File: config.mk
export PLATFORM = sky130hd
export DESIGN_NAME = dmd_decode
export DESIGN_NICKNAME = d
export VERILOG_FILES = /design/src/common/dmd_pkg.sv /design/src/logic/dmd_decode.sv
export VERILOG_INCLUDE_DIRS = /design/src /design/src/common
export SDC_FILE = /design/constraint.sdc
export NUM_CORES = 1
export LEC_CHECK = 0
export BUFFER_PORTS_ARGS = -buffer_cell sky130_fd_sc_hd__buf_2
export CORE_UTILIZATION = 50
export CTS_CLUSTER_DIAMETER = 200
export DETAILED_ROUTE_END_ITERATION = 8
export GPL_TIMING_DRIVEN = 1
export PLACE_DENSITY = 0.73
export SLEW_MARGIN = 20
export SYNTH_ARGS = -nofsm -noshare
export SYNTH_HDL_FRONTEND = slang
export SYNTH_SLANG_ARGS = --single-unit
File: constraint.sdc
create_clock -name clk -period 6 [get_ports clk]
set_clock_uncertainty 0.2 [all_clocks]
set_input_delay 0.9 -clock clk [delete_from_list [all_inputs] [get_ports clk]]
set_output_delay 0.9 -clock clk [all_outputs]
set_load 0.03 [all_outputs]
File: src/common/dmd_map.svh
`ifndef DMD_MAP_SVH
`define DMD_MAP_SVH

// ****************************************
// register map (byte addresses)
// ****************************************
`define DMD_AXI_AW 4
`define DMD_OFF_CTRL 4'h0
`define DMD_OFF_STATUS 4'h4
`define DMD_OFF_REGS 4'h8
`define DMD_OFF_RAMADDR 4'hC
`define DMD_CTRL_RUN 0
`define DMD_CTRL_RST 1'h1
`define DMD_RESP_OKAY 2'h0
`define DMD_RESP_SLVERR 2'h2

// ****************************************
// instruction word fields
// ****************************************
`define DMD_OPC_HI 15
`define DMD_OPC_LO 8
`define DMD_OPR_HI 7
`define DMD_OPR_LO 0
`define DMD_OP_NOOP 3'h0
`define DMD_OP_TO_RAM 3'h1
`define DMD_OP_TO_REG 3'h2
`define DMD_OP_ADD 3'h3
`define DMD_OP_OR 3'h4
`define DMD_OP_XOR 3'h5
`define DMD_OP_ADC 3'h6
`define DMD_OP_AND 3'h7
`define DMD_STEP_HOLD 2'h0
`define DMD_STEP_INC 2'h1
`define DMD_STEP_DEC 2'h2
`define DMD_STEP_REG 2'h3
`define DMD_PAT_IMM 4'hE
`define DMD_PAT_BR8 5'h1B
`define DMD_PAT_MASK 3'h4
`define DMD_PAT_UB 7'h44
`define DMD_PAT_LDAUX 7'h46
`define DMD_PAT_CTRL1 8'hEC
`define DMD_PAT_CTRL2 8'hFC
`define DMD_MK_EQ 2'h0
`define DMD_MK_NE 2'h1
`define DMD_MK_TRUE 2'h2
`define DMD_MK_FALSE 2'h3

// ****************************************
// control operand bits
// ****************************************
`define DMD_C1_READ 0
`define DMD_C1_WRITE 1
`define DMD_C1_BUSY 2
`define DMD_C1_HDIR 4
`define DMD_C1_CRC 5
`define DMD_C1_STEP 6
`define DMD_C1_LOAD 7
`define DMD_C2_DRV3 0
`define DMD_C2_DRV2 1
`define DMD_C2_DRV1 2
`define DMD_C2_INOP 3
`define DMD_C2_STROBE 4
`define DMD_C2_DELAY 5

// ****************************************
// timing
// ****************************************
`define DMD_DELAY_MS 10
`define DMD_CLK_KHZ 50000

`endif

File: src/common/dmd_pkg.sv
package dmd_pkg;
    typedef enum logic [1:0] {
        DMD_S_RUN = 2'b00,
        DMD_S_WRITE = 2'b01,
        DMD_S_DELAY = 2'b10
    } dmd_state_e;
    typedef logic [7:0] dmd_byte_t;
    typedef logic [8:0] dmd_addr_t;
endpackage

File: src/logic/dmd_decode.sv
// Functional notes
// [RL1] high byte is operation code, low byte is operand
// [RL2] bits 15-12 pick noop, to-RAM, to-register, add, OR, XOR, add-carry, AND
// [RL3] bits 9-8 pick first, second general register or status zero, one
// [RL4] step 00 stores to current RAM location, address unchanged
// [RL5] step 01 stores then increments, step 10 stores then decrements
// [RL6] step 11 writes register then increments; ALU operations only
// [RL7] register instructions ignore operand; 1700 stores status one, increments
// [RL8] immediates OR, XOR, add-carry register with operand into register; the code also ANDs register with operand for opcodes F8-FB
// [RL9] eight-bit branches test register zero or nonzero, target whole operand
// [RL10] mask branch: mask operand 7-4, target 3-0; true, false, equal, not-equal
// [RL11] nibble-select 0 compares register bits 3-0, 1 compares bits 7-4
// [RL12] unconditional branches load operand into low or high program page
// [RL13] RAM preset loads operand into data or work buffer half
// [RL14] control one: bit0 read gate, bit1 write gate, bit2 host busy
// [RL15] control one: bit4 direction, bit5 CRC preset, bit6 step, bit7 load
// [RL16] control two bits 0,1,2 select drive three, two, one
// [RL17] control two bit3 clears drive inoperable, bit4 strobes host
// [RL18] control two bit5 starts 10 ms delay; bits 6,7 unused
// [RL19] no-op only advances program address
// [RL20] true-match needs ones under mask ones; false-match zeros there
// [RL21] taken mask branch replaces address bits 3-0 only; else next step
// [RL22] adds update carry; add-with-carry uses it, plain add does not
// [RL23] unlisted opcodes behave as no-op
// [RL24] control outputs last one instruction cycle per execution
//
// Local design decisions: the placing of the registers and register access over AXI4-Lite.
`timescale 1ns/1ps
`include "dmd_map.svh"

module dmd_decode #(
    parameter int DELAY_CYCLES = `DMD_DELAY_MS * `DMD_CLK_KHZ,
    parameter int DLY_W = 20
) (
    input logic clk,
    input logic rst_n,
    input logic ce,
    input logic [15:0] rom_data,
    output logic [8:0] rom_addr,
    input dmd_pkg::dmd_byte_t ram_rdata,
    output logic [8:0] ram_addr,
    output logic [8:0] ram_waddr,
    output logic [7:0] ram_wdata,
    output logic ram_we,
    output logic read_gate,
    output logic write_gate,
    output logic host_busy_out,
    output logic head_direction,
    output logic crc_preset,
    output logic head_step_pulse,
    output logic head_load,
    output logic drive_sel_three,
    output logic drive_sel_two,
    output logic drive_sel_one,
    output logic drive_inop_clear,
    output logic host_strobe,
    output logic delay_busy,
    input logic [3:0] s_axi_awaddr,
    input logic s_axi_awvalid,
    output logic s_axi_awready,
    input logic [31:0] s_axi_wdata,
    input logic [3:0] s_axi_wstrb,
    input logic s_axi_wvalid,
    output logic s_axi_wready,
    output logic [1:0] s_axi_bresp,
    output logic s_axi_bvalid,
    input logic s_axi_bready,
    input logic [3:0] s_axi_araddr,
    input logic s_axi_arvalid,
    output logic s_axi_arready,
    output logic [31:0] s_axi_rdata,
    output logic [1:0] s_axi_rresp,
    output logic s_axi_rvalid,
    input logic s_axi_rready
);
    import dmd_pkg::*;

    generate
        if (DELAY_CYCLES < 1 || DELAY_CYCLES >= (2 ** DLY_W)) begin : g_chk
            $error("delay count does not fit its counter");
        end
    endgenerate

    // ****************************************
    // functions
    // ****************************************
    function automatic logic [8:0] alu_f(input logic [2:0] op, input dmd_byte_t a,
                                         input dmd_byte_t b, input logic cin);
        logic [8:0] y;
        y = {1'b0, a};
        case (op)
            `DMD_OP_ADD: y = {1'b0, a} + {1'b0, b}; // RL22
            `DMD_OP_ADC: y = {1'b0, a} + {1'b0, b} + {8'h00, cin}; // RL22
            `DMD_OP_OR: y = {1'b0, a | b};
            `DMD_OP_XOR: y = {1'b0, a ^ b};
            `DMD_OP_AND: y = {1'b0, a & b};
            default: y = {1'b0, a};
        endcase
        return y;
    endfunction

    function automatic logic is_word(input logic [3:0] addr, input logic [3:0] off);
        return addr[3:2] == off[3:2];
    endfunction

    // ****************************************
    // state
    // ****************************************
    dmd_state_e state_r;
    dmd_addr_t pc_r, ram_addr_r, ram_waddr_r;
    dmd_byte_t ram_wdata_r, ctl1_r, ctl2_r;
    dmd_byte_t gpr_r [0:3];
    logic carry_r, ram_we_r, run_r, delay_busy_r;
    logic [DLY_W-1:0] dly_cnt_r;

    // ****************************************
    // decode
    // ****************************************
    wire [7:0] opc = rom_data[`DMD_OPC_HI:`DMD_OPC_LO]; // RL1
    wire [7:0] opr = rom_data[`DMD_OPR_HI:`DMD_OPR_LO]; // RL1
    wire [2:0] reg_op = opc[6:4]; // RL2
    wire [1:0] step = opc[3:2];
    wire [1:0] sel = opc[1:0]; // RL3
    wire is_reg = ~opc[7];
    wire is_alu = is_reg & (reg_op >= `DMD_OP_ADD);
    wire step_reg = step == `DMD_STEP_REG;
    wire is_imm = {opc[7:6], opc[3:2]} == `DMD_PAT_IMM; // RL8
    wire is_br8 = {opc[7:5], opc[3:2]} == `DMD_PAT_BR8; // RL9
    wire is_mask = {opc[7:6], opc[3]} == `DMD_PAT_MASK; // RL10
    wire is_ub = opc[7:1] == `DMD_PAT_UB; // RL12
    wire is_ldaux = opc[7:1] == `DMD_PAT_LDAUX; // RL13
    wire is_ctl1 = opc == `DMD_PAT_CTRL1; // RL14
    wire is_ctl2 = opc == `DMD_PAT_CTRL2; // RL16
    wire exec = ce & run_r & (state_r == DMD_S_RUN);

    wire [7:0] sel_val = gpr_r[sel]; // RL3
    wire [2:0] alu_op = is_imm ? {1'b1, opc[5:4]} : reg_op; // RL8
    wire [7:0] alu_b = is_imm ? opr : ram_rdata; // RL7
    wire [8:0] alu_out = alu_f(alu_op, sel_val, alu_b, carry_r);
    wire upd_carry = (is_alu | is_imm) & ((alu_op == `DMD_OP_ADD) | (alu_op == `DMD_OP_ADC)); // RL22

    // register and RAM destinations; step 11 is only legal for ALU ops
    wire to_reg_ok = is_reg & (reg_op == `DMD_OP_TO_REG) & ~step_reg; // RL6
    wire wr_reg = is_imm | to_reg_ok | (is_alu & step_reg); // RL6 RL8
    wire [7:0] reg_wdata = to_reg_ok ? ram_rdata : alu_out[7:0];
    wire to_ram_ok = is_reg & (reg_op == `DMD_OP_TO_RAM) & ~step_reg; // RL7
    wire wr_ram = to_ram_ok | (is_alu & ~step_reg); // RL4 RL5
    wire [7:0] ram_wr_val = to_ram_ok ? sel_val : alu_out[7:0];
    wire do_step = to_ram_ok | to_reg_ok | is_alu; // RL23
    wire [8:0] ram_inc = ram_addr_r + 9'h001;
    wire [8:0] ram_dec = ram_addr_r - 9'h001;
    wire [8:0] ram_nxt = is_ldaux ? {opc[0], opr} : // RL13
        ~do_step ? ram_addr_r :
        (step == `DMD_STEP_DEC) ? ram_dec : // RL5
        (step == `DMD_STEP_HOLD) ? ram_addr_r : ram_inc; // RL4 RL5 RL6

    // branch conditions
    wire [3:0] nib = opc[2] ? sel_val[7:4] : sel_val[3:0]; // RL11
    wire [3:0] mask = opr[7:4]; // RL10
    wire mk_true = (nib & mask) == mask; // RL20
    wire mk_false = (~nib & mask) == mask; // RL20
    wire mk_hit = (opc[5:4] == `DMD_MK_EQ) ? (nib == mask) :
        (opc[5:4] == `DMD_MK_NE) ? (nib != mask) :
        (opc[5:4] == `DMD_MK_TRUE) ? mk_true : mk_false; // RL10
    wire br8_hit = opc[4] ? (sel_val != 8'h00) : (sel_val == 8'h00); // RL9
    wire [8:0] pc_inc = pc_r + 9'h001;
    wire [8:0] pc_nxt = is_ub ? {opc[0], opr} : // RL12
        (is_br8 & br8_hit) ? {pc_r[8], opr} : // RL9
        (is_mask & mk_hit) ? {pc_r[8:4], opr[3:0]} : pc_inc; // RL21 RL19

    wire [7:0] ctl1_nxt = is_ctl1 ? opr : 8'h00; // RL14 RL15
    wire [7:0] ctl2_nxt = is_ctl2 ? opr : 8'h00; // RL16 RL17
    wire start_dly = is_ctl2 & opr[`DMD_C2_DELAY]; // RL18

    // ****************************************
    // sequencer
    // ****************************************
    // a RAM write takes its own cycle so the next read never sees stale data
    always_ff @(posedge clk or negedge rst_n) begin
        if (!rst_n) begin
            state_r <= DMD_S_RUN;
            pc_r <= 9'h000;
            ram_addr_r <= 9'h000;
            ram_waddr_r <= 9'h000;
            ram_wdata_r <= 8'h00;
            ram_we_r <= 1'b0;
            carry_r <= 1'b0;
            ctl1_r <= 8'h00;
            ctl2_r <= 8'h00;
            dly_cnt_r <= '0;
            delay_busy_r <= 1'b0;
        end else if (ce) begin
            ctl1_r <= exec ? ctl1_nxt : 8'h00; // RL24
            ctl2_r <= exec ? ctl2_nxt : 8'h00; // RL24
            ram_we_r <= exec & wr_ram;
            unique case (state_r)
                DMD_S_RUN: begin
                    if (exec) begin
                        pc_r <= pc_nxt;
                        ram_addr_r <= ram_nxt;
                        ram_waddr_r <= ram_addr_r; // RL4
                        ram_wdata_r <= ram_wr_val;
                        if (upd_carry) begin
                            carry_r <= alu_out[8]; // RL22
                        end
                        if (start_dly) begin
                            dly_cnt_r <= DLY_W'(DELAY_CYCLES - 1); // RL18
                            state_r <= DMD_S_DELAY;
                            delay_busy_r <= 1'b1; // RL18
                        end else if (wr_ram) begin
                            state_r <= DMD_S_WRITE;
                        end
                    end
                end
                DMD_S_WRITE: begin
                    state_r <= DMD_S_RUN;
                end
                DMD_S_DELAY: begin
                    if (dly_cnt_r == '0) begin
                        state_r <= DMD_S_RUN;
                        delay_busy_r <= 1'b0;
                    end else begin
                        dly_cnt_r <= dly_cnt_r - 1'b1; // RL18
                    end
                end
                // code 11 is unused; fall back to running
                default: begin
                    state_r <= DMD_S_RUN;
                    delay_busy_r <= 1'b0;
                end
            endcase
        end
    end

    genvar gi;
    generate
        for (gi = 0; gi < 4; gi++) begin : g_gpr
            always_ff @(posedge clk or negedge rst_n) begin
                if (!rst_n) begin
                    gpr_r[gi] <= 8'h00;
                end else if (ce & exec & wr_reg & (sel == 2'(gi))) begin
                    gpr_r[gi] <= reg_wdata; // RL3 RL6 RL8
                end
            end
        end
    endgenerate

    // ****************************************
    // axi4-lite slave
    // ****************************************
    logic aw_hold_r, w_hold_r, awready_r, wready_r, bvalid_r, arready_r, rvalid_r;
    logic [3:0] awaddr_r;
    logic [31:0] wdata_r, rdata_r;
    logic [3:0] wstrb_r;
    logic [1:0] bresp_r, rresp_r;
    wire do_wr = aw_hold_r & w_hold_r & ~bvalid_r;
    wire wr_ctrl = do_wr & is_word(awaddr_r, `DMD_OFF_CTRL) & wstrb_r[0];
    wire wr_ok = is_word(awaddr_r, `DMD_OFF_CTRL);
    wire rd_ctrl = is_word(s_axi_araddr, `DMD_OFF_CTRL);
    wire rd_stat = is_word(s_axi_araddr, `DMD_OFF_STATUS);
    wire rd_regs = is_word(s_axi_araddr, `DMD_OFF_REGS);
    wire rd_ram = is_word(s_axi_araddr, `DMD_OFF_RAMADDR);
    wire [31:0] rd_mux = rd_ctrl ? {31'h0, run_r} :
        rd_stat ? {20'h0, state_r, carry_r, pc_r} :
        rd_regs ? {gpr_r[3], gpr_r[2], gpr_r[1], gpr_r[0]} :
        rd_ram ? {23'h0, ram_addr_r} : 32'h0;
    wire rd_ok = rd_ctrl | rd_stat | rd_regs | rd_ram;

    always_ff @(posedge clk or negedge rst_n) begin
        if (!rst_n) begin
            aw_hold_r <= 1'b0;
            w_hold_r <= 1'b0;
            awready_r <= 1'b1;
            wready_r <= 1'b1;
            bvalid_r <= 1'b0;
            bresp_r <= `DMD_RESP_OKAY;
            awaddr_r <= 4'h0;
            wdata_r <= 32'h0;
            wstrb_r <= 4'h0;
            run_r <= `DMD_CTRL_RST;
        end else if (ce) begin
            if (s_axi_awvalid & awready_r) begin
                aw_hold_r <= 1'b1;
                awaddr_r <= s_axi_awaddr;
                awready_r <= 1'b0;
            end
            if (s_axi_wvalid & wready_r) begin
                w_hold_r <= 1'b1;
                wdata_r <= s_axi_wdata;
                wstrb_r <= s_axi_wstrb;
                wready_r <= 1'b0;
            end
            if (do_wr) begin
                aw_hold_r <= 1'b0;
                w_hold_r <= 1'b0;
                bvalid_r <= 1'b1;
                bresp_r <= wr_ok ? `DMD_RESP_OKAY : `DMD_RESP_SLVERR;
            end
            if (wr_ctrl) begin
                run_r <= wdata_r[`DMD_CTRL_RUN];
            end
            if (bvalid_r & s_axi_bready) begin
                bvalid_r <= 1'b0;
                awready_r <= 1'b1;
                wready_r <= 1'b1;
            end
        end
    end

    always_ff @(posedge clk or negedge rst_n) begin
        if (!rst_n) begin
            arready_r <= 1'b1;
            rvalid_r <= 1'b0;
            rdata_r <= 32'h0;
            rresp_r <= `DMD_RESP_OKAY;
        end else if (ce) begin
            if (s_axi_arvalid & arready_r) begin
                arready_r <= 1'b0;
                rvalid_r <= 1'b1;
                rdata_r <= rd_mux;
                rresp_r <= rd_ok ? `DMD_RESP_OKAY : `DMD_RESP_SLVERR;
            end else if (rvalid_r & s_axi_rready) begin
                rvalid_r <= 1'b0;
                arready_r <= 1'b1;
            end
        end
    end

    // ****************************************
    // outputs
    // ****************************************
    assign rom_addr = pc_r;
    assign ram_addr = ram_addr_r;
    assign ram_waddr = ram_waddr_r;
    assign ram_wdata = ram_wdata_r;
    assign ram_we = ram_we_r;
    assign read_gate = ctl1_r[`DMD_C1_READ]; // RL14
    assign write_gate = ctl1_r[`DMD_C1_WRITE]; // RL14
    assign host_busy_out = ctl1_r[`DMD_C1_BUSY]; // RL14
    assign head_direction = ctl1_r[`DMD_C1_HDIR]; // RL15
    assign crc_preset = ctl1_r[`DMD_C1_CRC]; // RL15
    assign head_step_pulse = ctl1_r[`DMD_C1_STEP]; // RL15
    assign head_load = ctl1_r[`DMD_C1_LOAD]; // RL15
    assign drive_sel_three = ctl2_r[`DMD_C2_DRV3]; // RL16
    assign drive_sel_two = ctl2_r[`DMD_C2_DRV2]; // RL16
    assign drive_sel_one = ctl2_r[`DMD_C2_DRV1]; // RL16
    assign drive_inop_clear = ctl2_r[`DMD_C2_INOP]; // RL17
    assign host_strobe = ctl2_r[`DMD_C2_STROBE]; // RL17
    assign delay_busy = delay_busy_r;
    assign s_axi_awready = awready_r;
    assign s_axi_wready = wready_r;
    assign s_axi_bvalid = bvalid_r;
    assign s_axi_bresp = bresp_r;
    assign s_axi_arready = arready_r;
    assign s_axi_rvalid = rvalid_r;
    assign s_axi_rdata = rdata_r;
    assign s_axi_rresp = rresp_r;
endmodule

==> metrics, run 1 <==
All-Layer GR Usage=about 28%; # fillers=1,547; dominant cells by area after synthesis=dfrtp_1, nand2_1, mux2_2; Worst-path clk slew=~0.060 ns; Cell variety after synth=75; I/O pin cnt=166; Max VDD drop=0.212 mV; Hold Path Origin=ram_waddr[5]; final hold violations=0; hold_buf cts=0; DR vias=7,753; cell area after synthesis=8880 um2; CTS tree=built; H-tree depth=4; CTS Buffer Depth=2; Final setup viols=0; Final ANT Viol Nets=0; ys flop type=dfrtp_1; PnR Total Power=approximately 2400 uW; GP Congestion=0.937; Setup Fix Bufs, Post-CTS=0; hpwl dp=between 15 and 20 mm; clock root buffer=clkbuf_16; share of cells above drive strength 1=between 20% and 30%; Initial Util=about 51%; Slowest-stage cell, CP=or4b_2; # DRC=0; EDFF count, synth=0; Worst EP arrival=5.14 ns; largest net degree at the start of global routing=105; final setup TNS=0 ns; initial antenna violation count=0; DR iter-0 viols=636; number of nets in the layout=around 1,200; maximum clock frequency=0.198 GHz; CP Launch Point=rom_data[8]; Startpoint Class=input pin; number of global-route vias before repair=between 7,000 and 8,000; area leader, netlist=dfrtp_1; critical-path cell list=buf_2 > mux4_1 > ha_1 > inv_1 > fa_1 > o21ai_0 > a31oi_1 > xnor2_1 > or4b_2 > xor2_1 > a211oi_1 > o31ai_1; worst path bufs/invs=2; Power Dens Cells=232 nW/um2; worst rel slew slack=35.9%; CP max FO=28; Syn Inst Count=986; post_cts resized=0; Critical Path End Type=flop; Ys Warns=0; max-cap violations=0; Max Slew Vio Count=0; Pre-antenna DRT Iters=5; Critical Path RT=6.09 ns; top cell family by delay on the critical path=compound AO/OA/AOI/OAI gates; die width=135 um; ant diodes=0; Yosys top cell area share=a little over 40%; Pleak=about 0.0051 uW; GR Overflow Total=0; crit-path max cell delay=0.71 ns; Layout area overhead=16.0%; Seq cells post-synth=150; post-synthesis sequential area ratio=42.3%; syn avg cell area=9.01 um2; Vert. Die Dim=135 um; status=finished clean; core area=17,300 um2; row cnt=48; fin crit share=between 80% and 90%; Port Buffer Count=125; die area=18,300 um2; # clock sinks=150; worst slew pin tran=0.961 ns; DR WL/cell=18.2 um; final WL=between 20 and 25 mm; min cycle time layout=5.05 ns; first-pass GRT wire length=38.6 mm; Vias/cell=5.86; Setup CP Type=input pin to flop; r2r startpoint=gpr_r[24]; Synth async-reset ratio=100%; RSZ-0062 raised after global routing=false; TritonCTS Buffers=17; Hold Crit Class=flop to flop; Clock Latency Late Sink=~0.44 ns
[where the power goes]
group          switching (uW)  internal (uW)
logic                     127           57.5
clock network             468            720
registers               0.699           1010
[layer usage]
metal	up-vias	wire, um	track usage [%]	share of wire, %
li1	3688	-	-	-
met3	49	1830	7.30	7.6
met4	0	586	10.2	2.4
met2	296	11300	42.8	47
met1	3720	10400	37.5	43
met5	-	0	0	0
[state kept, by name, indices dropped and copies added, names as in the netlist, 2 cells and up]
name / count
s_axi_rdata: 32
gpr_r: 32
dly_cnt_r: 20
awaddr_r: 2
ctl2_r: 5
ram_waddr: 9
ctl1_r: 7
rom_addr: 9
state_r: 2
ram_wdata: 8
ram_addr: 9
[per-stage QoR]
step / cells / worst slack (ns) / hold WS (ns) / instance area (um2) / util, %
2_1_floorplan: 987 / 0.785 / 0.264 / 8880 / -
3_3_place_gp: 1292 / 0.663 / 0.254 / 9640 / 55.7
3_5_place_dp: 1292 / 0.595 / 0.257 / 9640 / 55.7
4_1_cts: 1324 / 1.02 / 0.273 / 10300 / 59.5
5_1_grt: 1324 / 0.773 / 0.292 / 10300 / 59.6
6_report: 1324 / 0.948 / 0.270 / 10300 / 59.6
[placed cells by master, fill, tap and decap left out, types with 4 or more instances in the layout]
| master | netlist | routed |
|---|---|---|
| nand2_1 | 168 | 168 |
| dfrtp_1 | 146 | 146 |
| buf_2 | 8 | 124 |
| o21ai_0 | 90 | 90 |
| nor2_1 | 89 | 89 |
| inv_1 | 52 | 52 |
| mux2_2 | 44 | 44 |
| a21oi_1 | 39 | 39 |
| ha_1 | 27 | 27 |
| nand3_1 | 23 | 22 |
| xnor2_1 | 20 | 20 |
| clkbuf_16 | 0 | 17 |
| a22oi_1 | 14 | 14 |
| mux2i_1 | 14 | 14 |
| a31oi_1 | 13 | 13 |
| nor3_1 | 13 | 13 |
| and3_1 | 12 | 12 |
| o31ai_1 | 10 | 10 |
| buf_4 | 3 | 10 |
| nor2b_1 | 8 | 8 |
| a21o_1 | 8 | 8 |
| xor2_1 | 8 | 8 |
| nand4_1 | 8 | 8 |
| mux4_2 | 7 | 7 |
| or3_1 | 7 | 7 |
| mux4_1 | 6 | 6 |
| nand3b_1 | 6 | 6 |
| nor4_1 | 6 | 6 |
| and2_1 | 5 | 5 |
| nand2b_1 | 5 | 5 |
| a211oi_1 | 5 | 5 |
| o22ai_1 | 5 | 5 |
| a2bb2oi_1 | 5 | 5 |
| o21a_1 | 4 | 4 |
| or4_1 | 4 | 4 |
| bufinv_16 | 0 | 4 |
| clkinv_4 | 0 | 4 |
| dfstp_2 | 4 | 4 |
[cell families (layout without fill, tap and decap cells)]
group,Yosys count,after routing,share of synthesized area (%)
adders and majority gates,29,29,4.26
DFF,150,150,42.3
other,1,2,0.0422
and+or+nand+nor,372,372,19.1
buffers and inverters,108,220,4.89
AOI/OAI and AO/OA,227,227,15.9
xor gates and xnor gates,28,28,2.76
muxes,71,71,10.7
[path summary, 6_finish.rpt]
check                           cells past startpoint        endpoint  slack (ns)
worst min-delay path                                2    ram_waddr[5]        0.27
max in group asynchronous                           2  s_axi_rresp[1]        4.05
worst min register to register                      2    ram_waddr[5]        0.27
min in group asynchronous                           1    ram_wdata[1]        0.37
worst max-delay path                               12       gpr_r[23]        0.95
worst max register to register                     11       gpr_r[23]        1.66
[area by class of cell]
class                      instances  area [um2]  area share, %
timing repair buffer             135         707           6.86
sequential                       150        3760           36.5
tap                              225         282           2.73
clock inverter                    14         216           2.10
clock buffer                      18         439           4.26
inverter                          53         199           1.93
multi-input combinational        729        4700           45.6
[tightest hold or removal path, delay by kind of cell, from the launching register on]
kind,cells,cell delay [ns]
AND/OR/NAND/NOR,2,0.10
flip-flops,1,0.33
[synthesized netlist by cell type, drive strengths merged, types with 9 or more instances]
cell type	count
a22oi	14
a31oi	13
mux2i	14
mux4	13
clkbuf	41
xnor2	20
nand2	168
o21ai	90
nor2	89
ha	27
dfrtp	146
or3	9
inv	52
buf	14
a21oi	39
nand3	23
and3	12
mux2	44
o31ai	10
nor3	13
Note: power is estimated with default switching activity, not from simulation.
==> inputs of run 2 (changes only) <==
Clock period 6 ns to 4.9 ns, I/O delays scaled along.
==> metrics, run 2 (synthesis gave the netlist of run 1 again) <==
initial antenna violation count=0; DR iter-0 viols=between 600 and 700; number of global-route vias before repair=between 7,000 and 8,000; Setup Fix Bufs, Post-CTS=0; Max Slew Vio Count=0; core area=approximately 17,000 um2; maximum clock frequency=~0.23 GHz; H-tree depth=4; GP Congestion=0.903; met1 GRT Util=37.0%; final hold violations=0; I/O pin cnt=166; number of nets in the layout=1,207; share of cells above drive strength 1=a little under a quarter; Final ANT Viol Nets=0; post_cts resized=0; All-Layer GR Usage=28.3%; clock power share=47.9%; fin crit share=89.3%; hold_buf cts=0; # fillers=1,572; Power Dens Cells=274 nW/um2; commonest non-fill, non-tap cell in the layout=nand2_1; Seq pwr share=43.7%; status=finished clean; Vert. Die Dim=135 um; Pleak=0.00513 uW; storage element area=3760 um2; Layout area overhead=16.8%; die width=135 um; Net Switching=721 uW; Initial Util=51.3%; Final setup viols=0; Vias/cell=around 5.9; RSZ-0062 raised after global routing=false; Port Buffer Count=125; hpwl dp=17.9 mm; DR vias=7,912; first-pass GRT wire length=~40 mm; Worst-path clk slew=0.07 ns; worst slew pin tran=0.961 ns; Hold Crit Class=input pin to asynchronous set/reset pin; worst rel slew slack=35.3%; Startpoint Class=input pin; Max VDD drop=0.237 mV; max-cap violations=0; Multi-input gate area=about 4700 um2; Clock Latency Late Sink=about 0.43 ns; DR WL/cell=18.6 um; row cnt=48; Critical Path End Type=flop; final setup TNS=0 ns; CTS Buffer Depth=2; largest net degree at the start of global routing=100; highest-count cells in the layout ignoring fill and taps=nand2_1, dfrtp_1, buf_2; M2 GR Usage=a little under half; Comb power frac=8.4%; die area=18,300 um2; min cycle time layout=4.37 ns; Critical Path RT=approximately 5.0 ns; post-layout util=60.0%; Int Pwr=2120 uW; TritonCTS Buffers=17; post-route cell area=10,400 um2; CTS tree=built; Setup CP Type=input pin to flop; Worst EP arrival=4.48 ns; final WL=about 25 mm; # DRC=0; Sw Ratio=25.4%; GRT busiest layer=met2; met3 usage=5.69%; ant diodes=0; GR Overflow Total=0; # clock sinks=150; CP max FO=20; Cell Area, Placed=9760 um2; Pre-antenna DRT Iters=6; clock root buffer=clkbuf_16
==> run 2: per-stage QoR <==
step / hold slack [ns] / instances / power [uW] / setup WS [ns]
finish: 0.179 / 1340 / 2840 / 0.526
floorplan: 0.239 / 987 / 1400 / 0.0617
global route: 0.296 / 1340 / 2920 / 0.389
detailed placement: 0.262 / 1308 / 1500 / 0.148
global placement: 0.254 / 1308 / 1490 / 0.201
CTS: 0.261 / 1340 / 2840 / 0.601
==> run 2: final timing paths <==
kind                              start           end  slack [ns]  cells past startpoint
min in group clk           ram_waddr[2]  ram_waddr[2]        0.27                      2
max                         rom_data[8]     gpr_r[23]        0.53                     12
max in group asynchronous         rst_n     gpr_r[11]        3.17                      2
min reg2reg                ram_waddr[2]  ram_waddr[2]        0.27                      2
max reg2reg                   gpr_r[11]     gpr_r[23]        0.89                     11
min                               rst_n  ram_wdata[1]        0.18                      1
==> run 2: layout make-up <==
type                       instances  area share [%]
inverter                          53            1.92
multi-input combinational        729            45.3
sequential                       150            36.2
timing repair buffer             151            7.97
clock inverter                    12            1.36
clock buffer                      20            4.50
tap                              225            2.71
==> run 2: layer usage <==
| metal | wire length, um | vias up |
|---|---|---|
| li1 | - | 3699 |
| met2 | 11600 | 332 |
| met1 | 10700 | 3818 |
| met4 | 813 | 0 |
| met5 | 0 | - |
| met3 | 1760 | 63 |
==> run 2: worst max-delay path, stage by stage <==
cell	delay [ns]
buf_2	0.38
mux4_1	0.75
ha_1	0.39
a21oi_1	0.12
o21ai_0	0.17
a31oi_1	0.33
xnor2_1	0.13
or4b_2	0.69
xor2_1	0.18
a211oi_1	0.31
buf_4	0.19
o31ai_1	0.07
==> run 2: power groups by stage <==
stage                     combinational, uW  clock [uW]  sequential, uW
after floorplan                         137           0            1260
after global placement                  230           0            1260
after detailed placement                234           0            1260
after CTS                               235        1370            1240
after global routing                    261        1420            1240
final                                   238        1360            1240
==> inputs of run 3 (changes only) <==
Settings changed: ABC_AREA from default to 1.
Clock period 4.9 ns to 4.4 ns, I/O delays scaled along.
==> metrics, run 3 <==
status=finished clean; Net Switching=2770 uW; clock root buffer=clkbuf_16; ant diodes=0; syn avg cell area=7.43 um2; clock power share=22.8%; core area=17,300 um2; Worst-path clk slew=0.06 ns; Vias/cell=approximately 5.4; Startpoint Class=input pin; CTS tree=built; row cnt=48; M2 GR Usage=45.4%; share of cells above drive strength 1=16.9%; Vert. Die Dim=~140 um; All-Layer GR Usage=28.1%; CP max FO=9; die width=135 um; I/O pin cnt=166; initial antenna violation count=0; Cell variety after synth=between 50 and 60; worst slew pin tran=0.866 ns; fin crit share=85.8%; Syn Inst Count=1,191; commonest non-fill, non-tap cell in the layout=nand2_1; Sw Ratio=~45%; worst rel slew slack=41.6%; GR Overflow Total=0; cell area after synthesis=~8900 um2; hold_buf cts=0; TritonCTS Buffers=17; Critical Path RT=approximately 4.5 ns; largest net degree at the start of global routing=92; Ys Warns=0; H-tree depth=4; # fillers=1,619; CTS Buffer Depth=2; Power Dens Cells=596 nW/um2; final setup TNS=0 ns; final hold violations=0; Hold Crit Class=input pin to asynchronous set/reset pin; GRT busiest layer=met2; post_cts resized=0; Pre-antenna DRT Iters=6; RSZ-0062 raised after global routing=false; highest-count cells in the layout ignoring fill and taps=nand2_1, dfrtp_1, inv_1; Worst EP arrival=3.92 ns; Clock Latency Late Sink=roughly 0.43 ns; dominant cells by area after synthesis=dfrtp_1, nand2_1, o21ai_0; Synth async-reset ratio=100%; first-pass GRT wire length=between 30 and 40 mm; ys flop type=dfrtp_1; top cells by count, synth=nand2_1, dfrtp_1, inv_1; Setup CP Type=input pin to flop; hpwl dp=19.0 mm; met3 usage=under 10%; Yosys top cell area share=approximately 41%; number of global-route vias before repair=slightly below 8,000; placed cell count=around 1,500; min cycle time layout=3.77 ns; Final ANT Viol Nets=0; Critical Path End Type=flop; Port Buffer Count=~130; post-synthesis sequential area ratio=42.5%; maximum clock frequency=0.265 GHz; GP Congestion=0.960; Setup Fix Bufs, Post-CTS=0; Comb power frac=41.7%; # DRC=0; # clock sinks=150; Seq cells post-synth=150; Initial Util=51.2%; EDFF count, synth=0; DR iter-0 viols=652; DR vias=8,405; Post-Layout Cell Count=1,562; number of nets in the layout=approximately 1,400; Int Pwr=3390 uW; cell with the most instances after synthesis=nand2_1; Final setup viols=0; die area=18,200 um2; DR WL/cell=15.9 um; Layout area overhead=16.7%; met1 GRT Util=37.7%; Max Slew Vio Count=0; Max VDD drop=0.359 mV; final WL=24.9 mm; area leader, netlist=dfrtp_1; Pleak=between 0.005 and 0.006 uW; Seq pwr share=35.4%; max-cap violations=0
-- run 3: path summary, 6_finish.rpt --
| check | startpoint | to | slack, ns | depth (start not counted) |
|---|---|---|---|---|
| min in group clk | s_axi_awaddr[2] | awaddr_r[2] | 0.24 | 3 |
| max in group asynchronous | rst_n | s_axi_arready | 3.03 | 2 |
| min | rst_n | ctl2_r[4] | 0.12 | 1 |
| max reg2reg | gpr_r[8] | gpr_r[20] | 0.73 | 21 |
| min reg2reg | s_axi_rresp[1] | s_axi_rresp[1] | 0.27 | 2 |
| max | rom_data[15] | gpr_r[20] | 0.63 | 21 |
-- run 3: power groups by stage --
stage / sequential, uW / clock (uW) / combinational, uW
final: 2180 / 1410 / 2570
after global routing: 2240 / 1470 / 2830
after CTS: 2180 / 1420 / 2570
after detailed placement: 2200 / 0 / 2550
after global placement: 2190 / 0 / 2510
after floorplan: 2650 / 0 / 1280
-- run 3: worst max-delay path, stage by stage --
cell and delay [ns]:
buf_2 0.11, nand2_1 0.07, inv_1 0.14, nand2_1 0.20
o21ai_0 0.28, ha_1 0.25, inv_1 0.08, fa_1 0.40
inv_1 0.10, nand3_1 0.07, nand2_1 0.12, xor2_1 0.36
inv_1 0.08, nand3_1 0.11, nand3_1 0.09, o211ai_1 0.10
o21ai_0 0.17, o21ai_0 0.20, buf_4 0.17, nand2_1 0.06
o21ai_0 0.09
-- run 3: layout make-up --
cell class	count	area (um2)	area share (%)
Clock buffer	18	439	4.25
Clock inverter	14	138	1.33
Inverter	148	564	5.46
Multi-Input combinational cell	865	4380	42.4
Sequential cell	150	3760	36.4
Tap cell	225	282	2.72
Timing Repair Buffer	142	772	7.47
-- run 3: routing by layer --
layer  routed length (um)  vias up
li1                     -     4128
met1                11000     3917
met2                11600      300
met3                 1480       60
met4                  760        0
met5                    0        -
-- run 3: kinds of logic after synthesis --
kind of cell	after synthesis	share of synthesized area (%)
DFF	150	42.5
buffers and inverters	177	8.17
other	1	0.0424
xor gates and xnor gates	15	1.48
AOI/OAI and AO/OA	215	13.5
adders and majority gates	29	4.27
and+or+nand+nor	604	30.1
-- run 3: stage by stage --
stage	hold slack [ns]	cell area [um2]	worst slack, ns	power (uW)	util [%]
floorplan	0.164	8860	0.324	3930	-
finish	0.120	10300	0.626	6160	59.7
CTS	0.161	10300	0.717	6170	59.7
detailed placement	0.251	9760	0.299	4750	56.4
global placement	0.247	9760	0.377	4700	56.4
global route	0.187	10300	0.374	6550	59.7
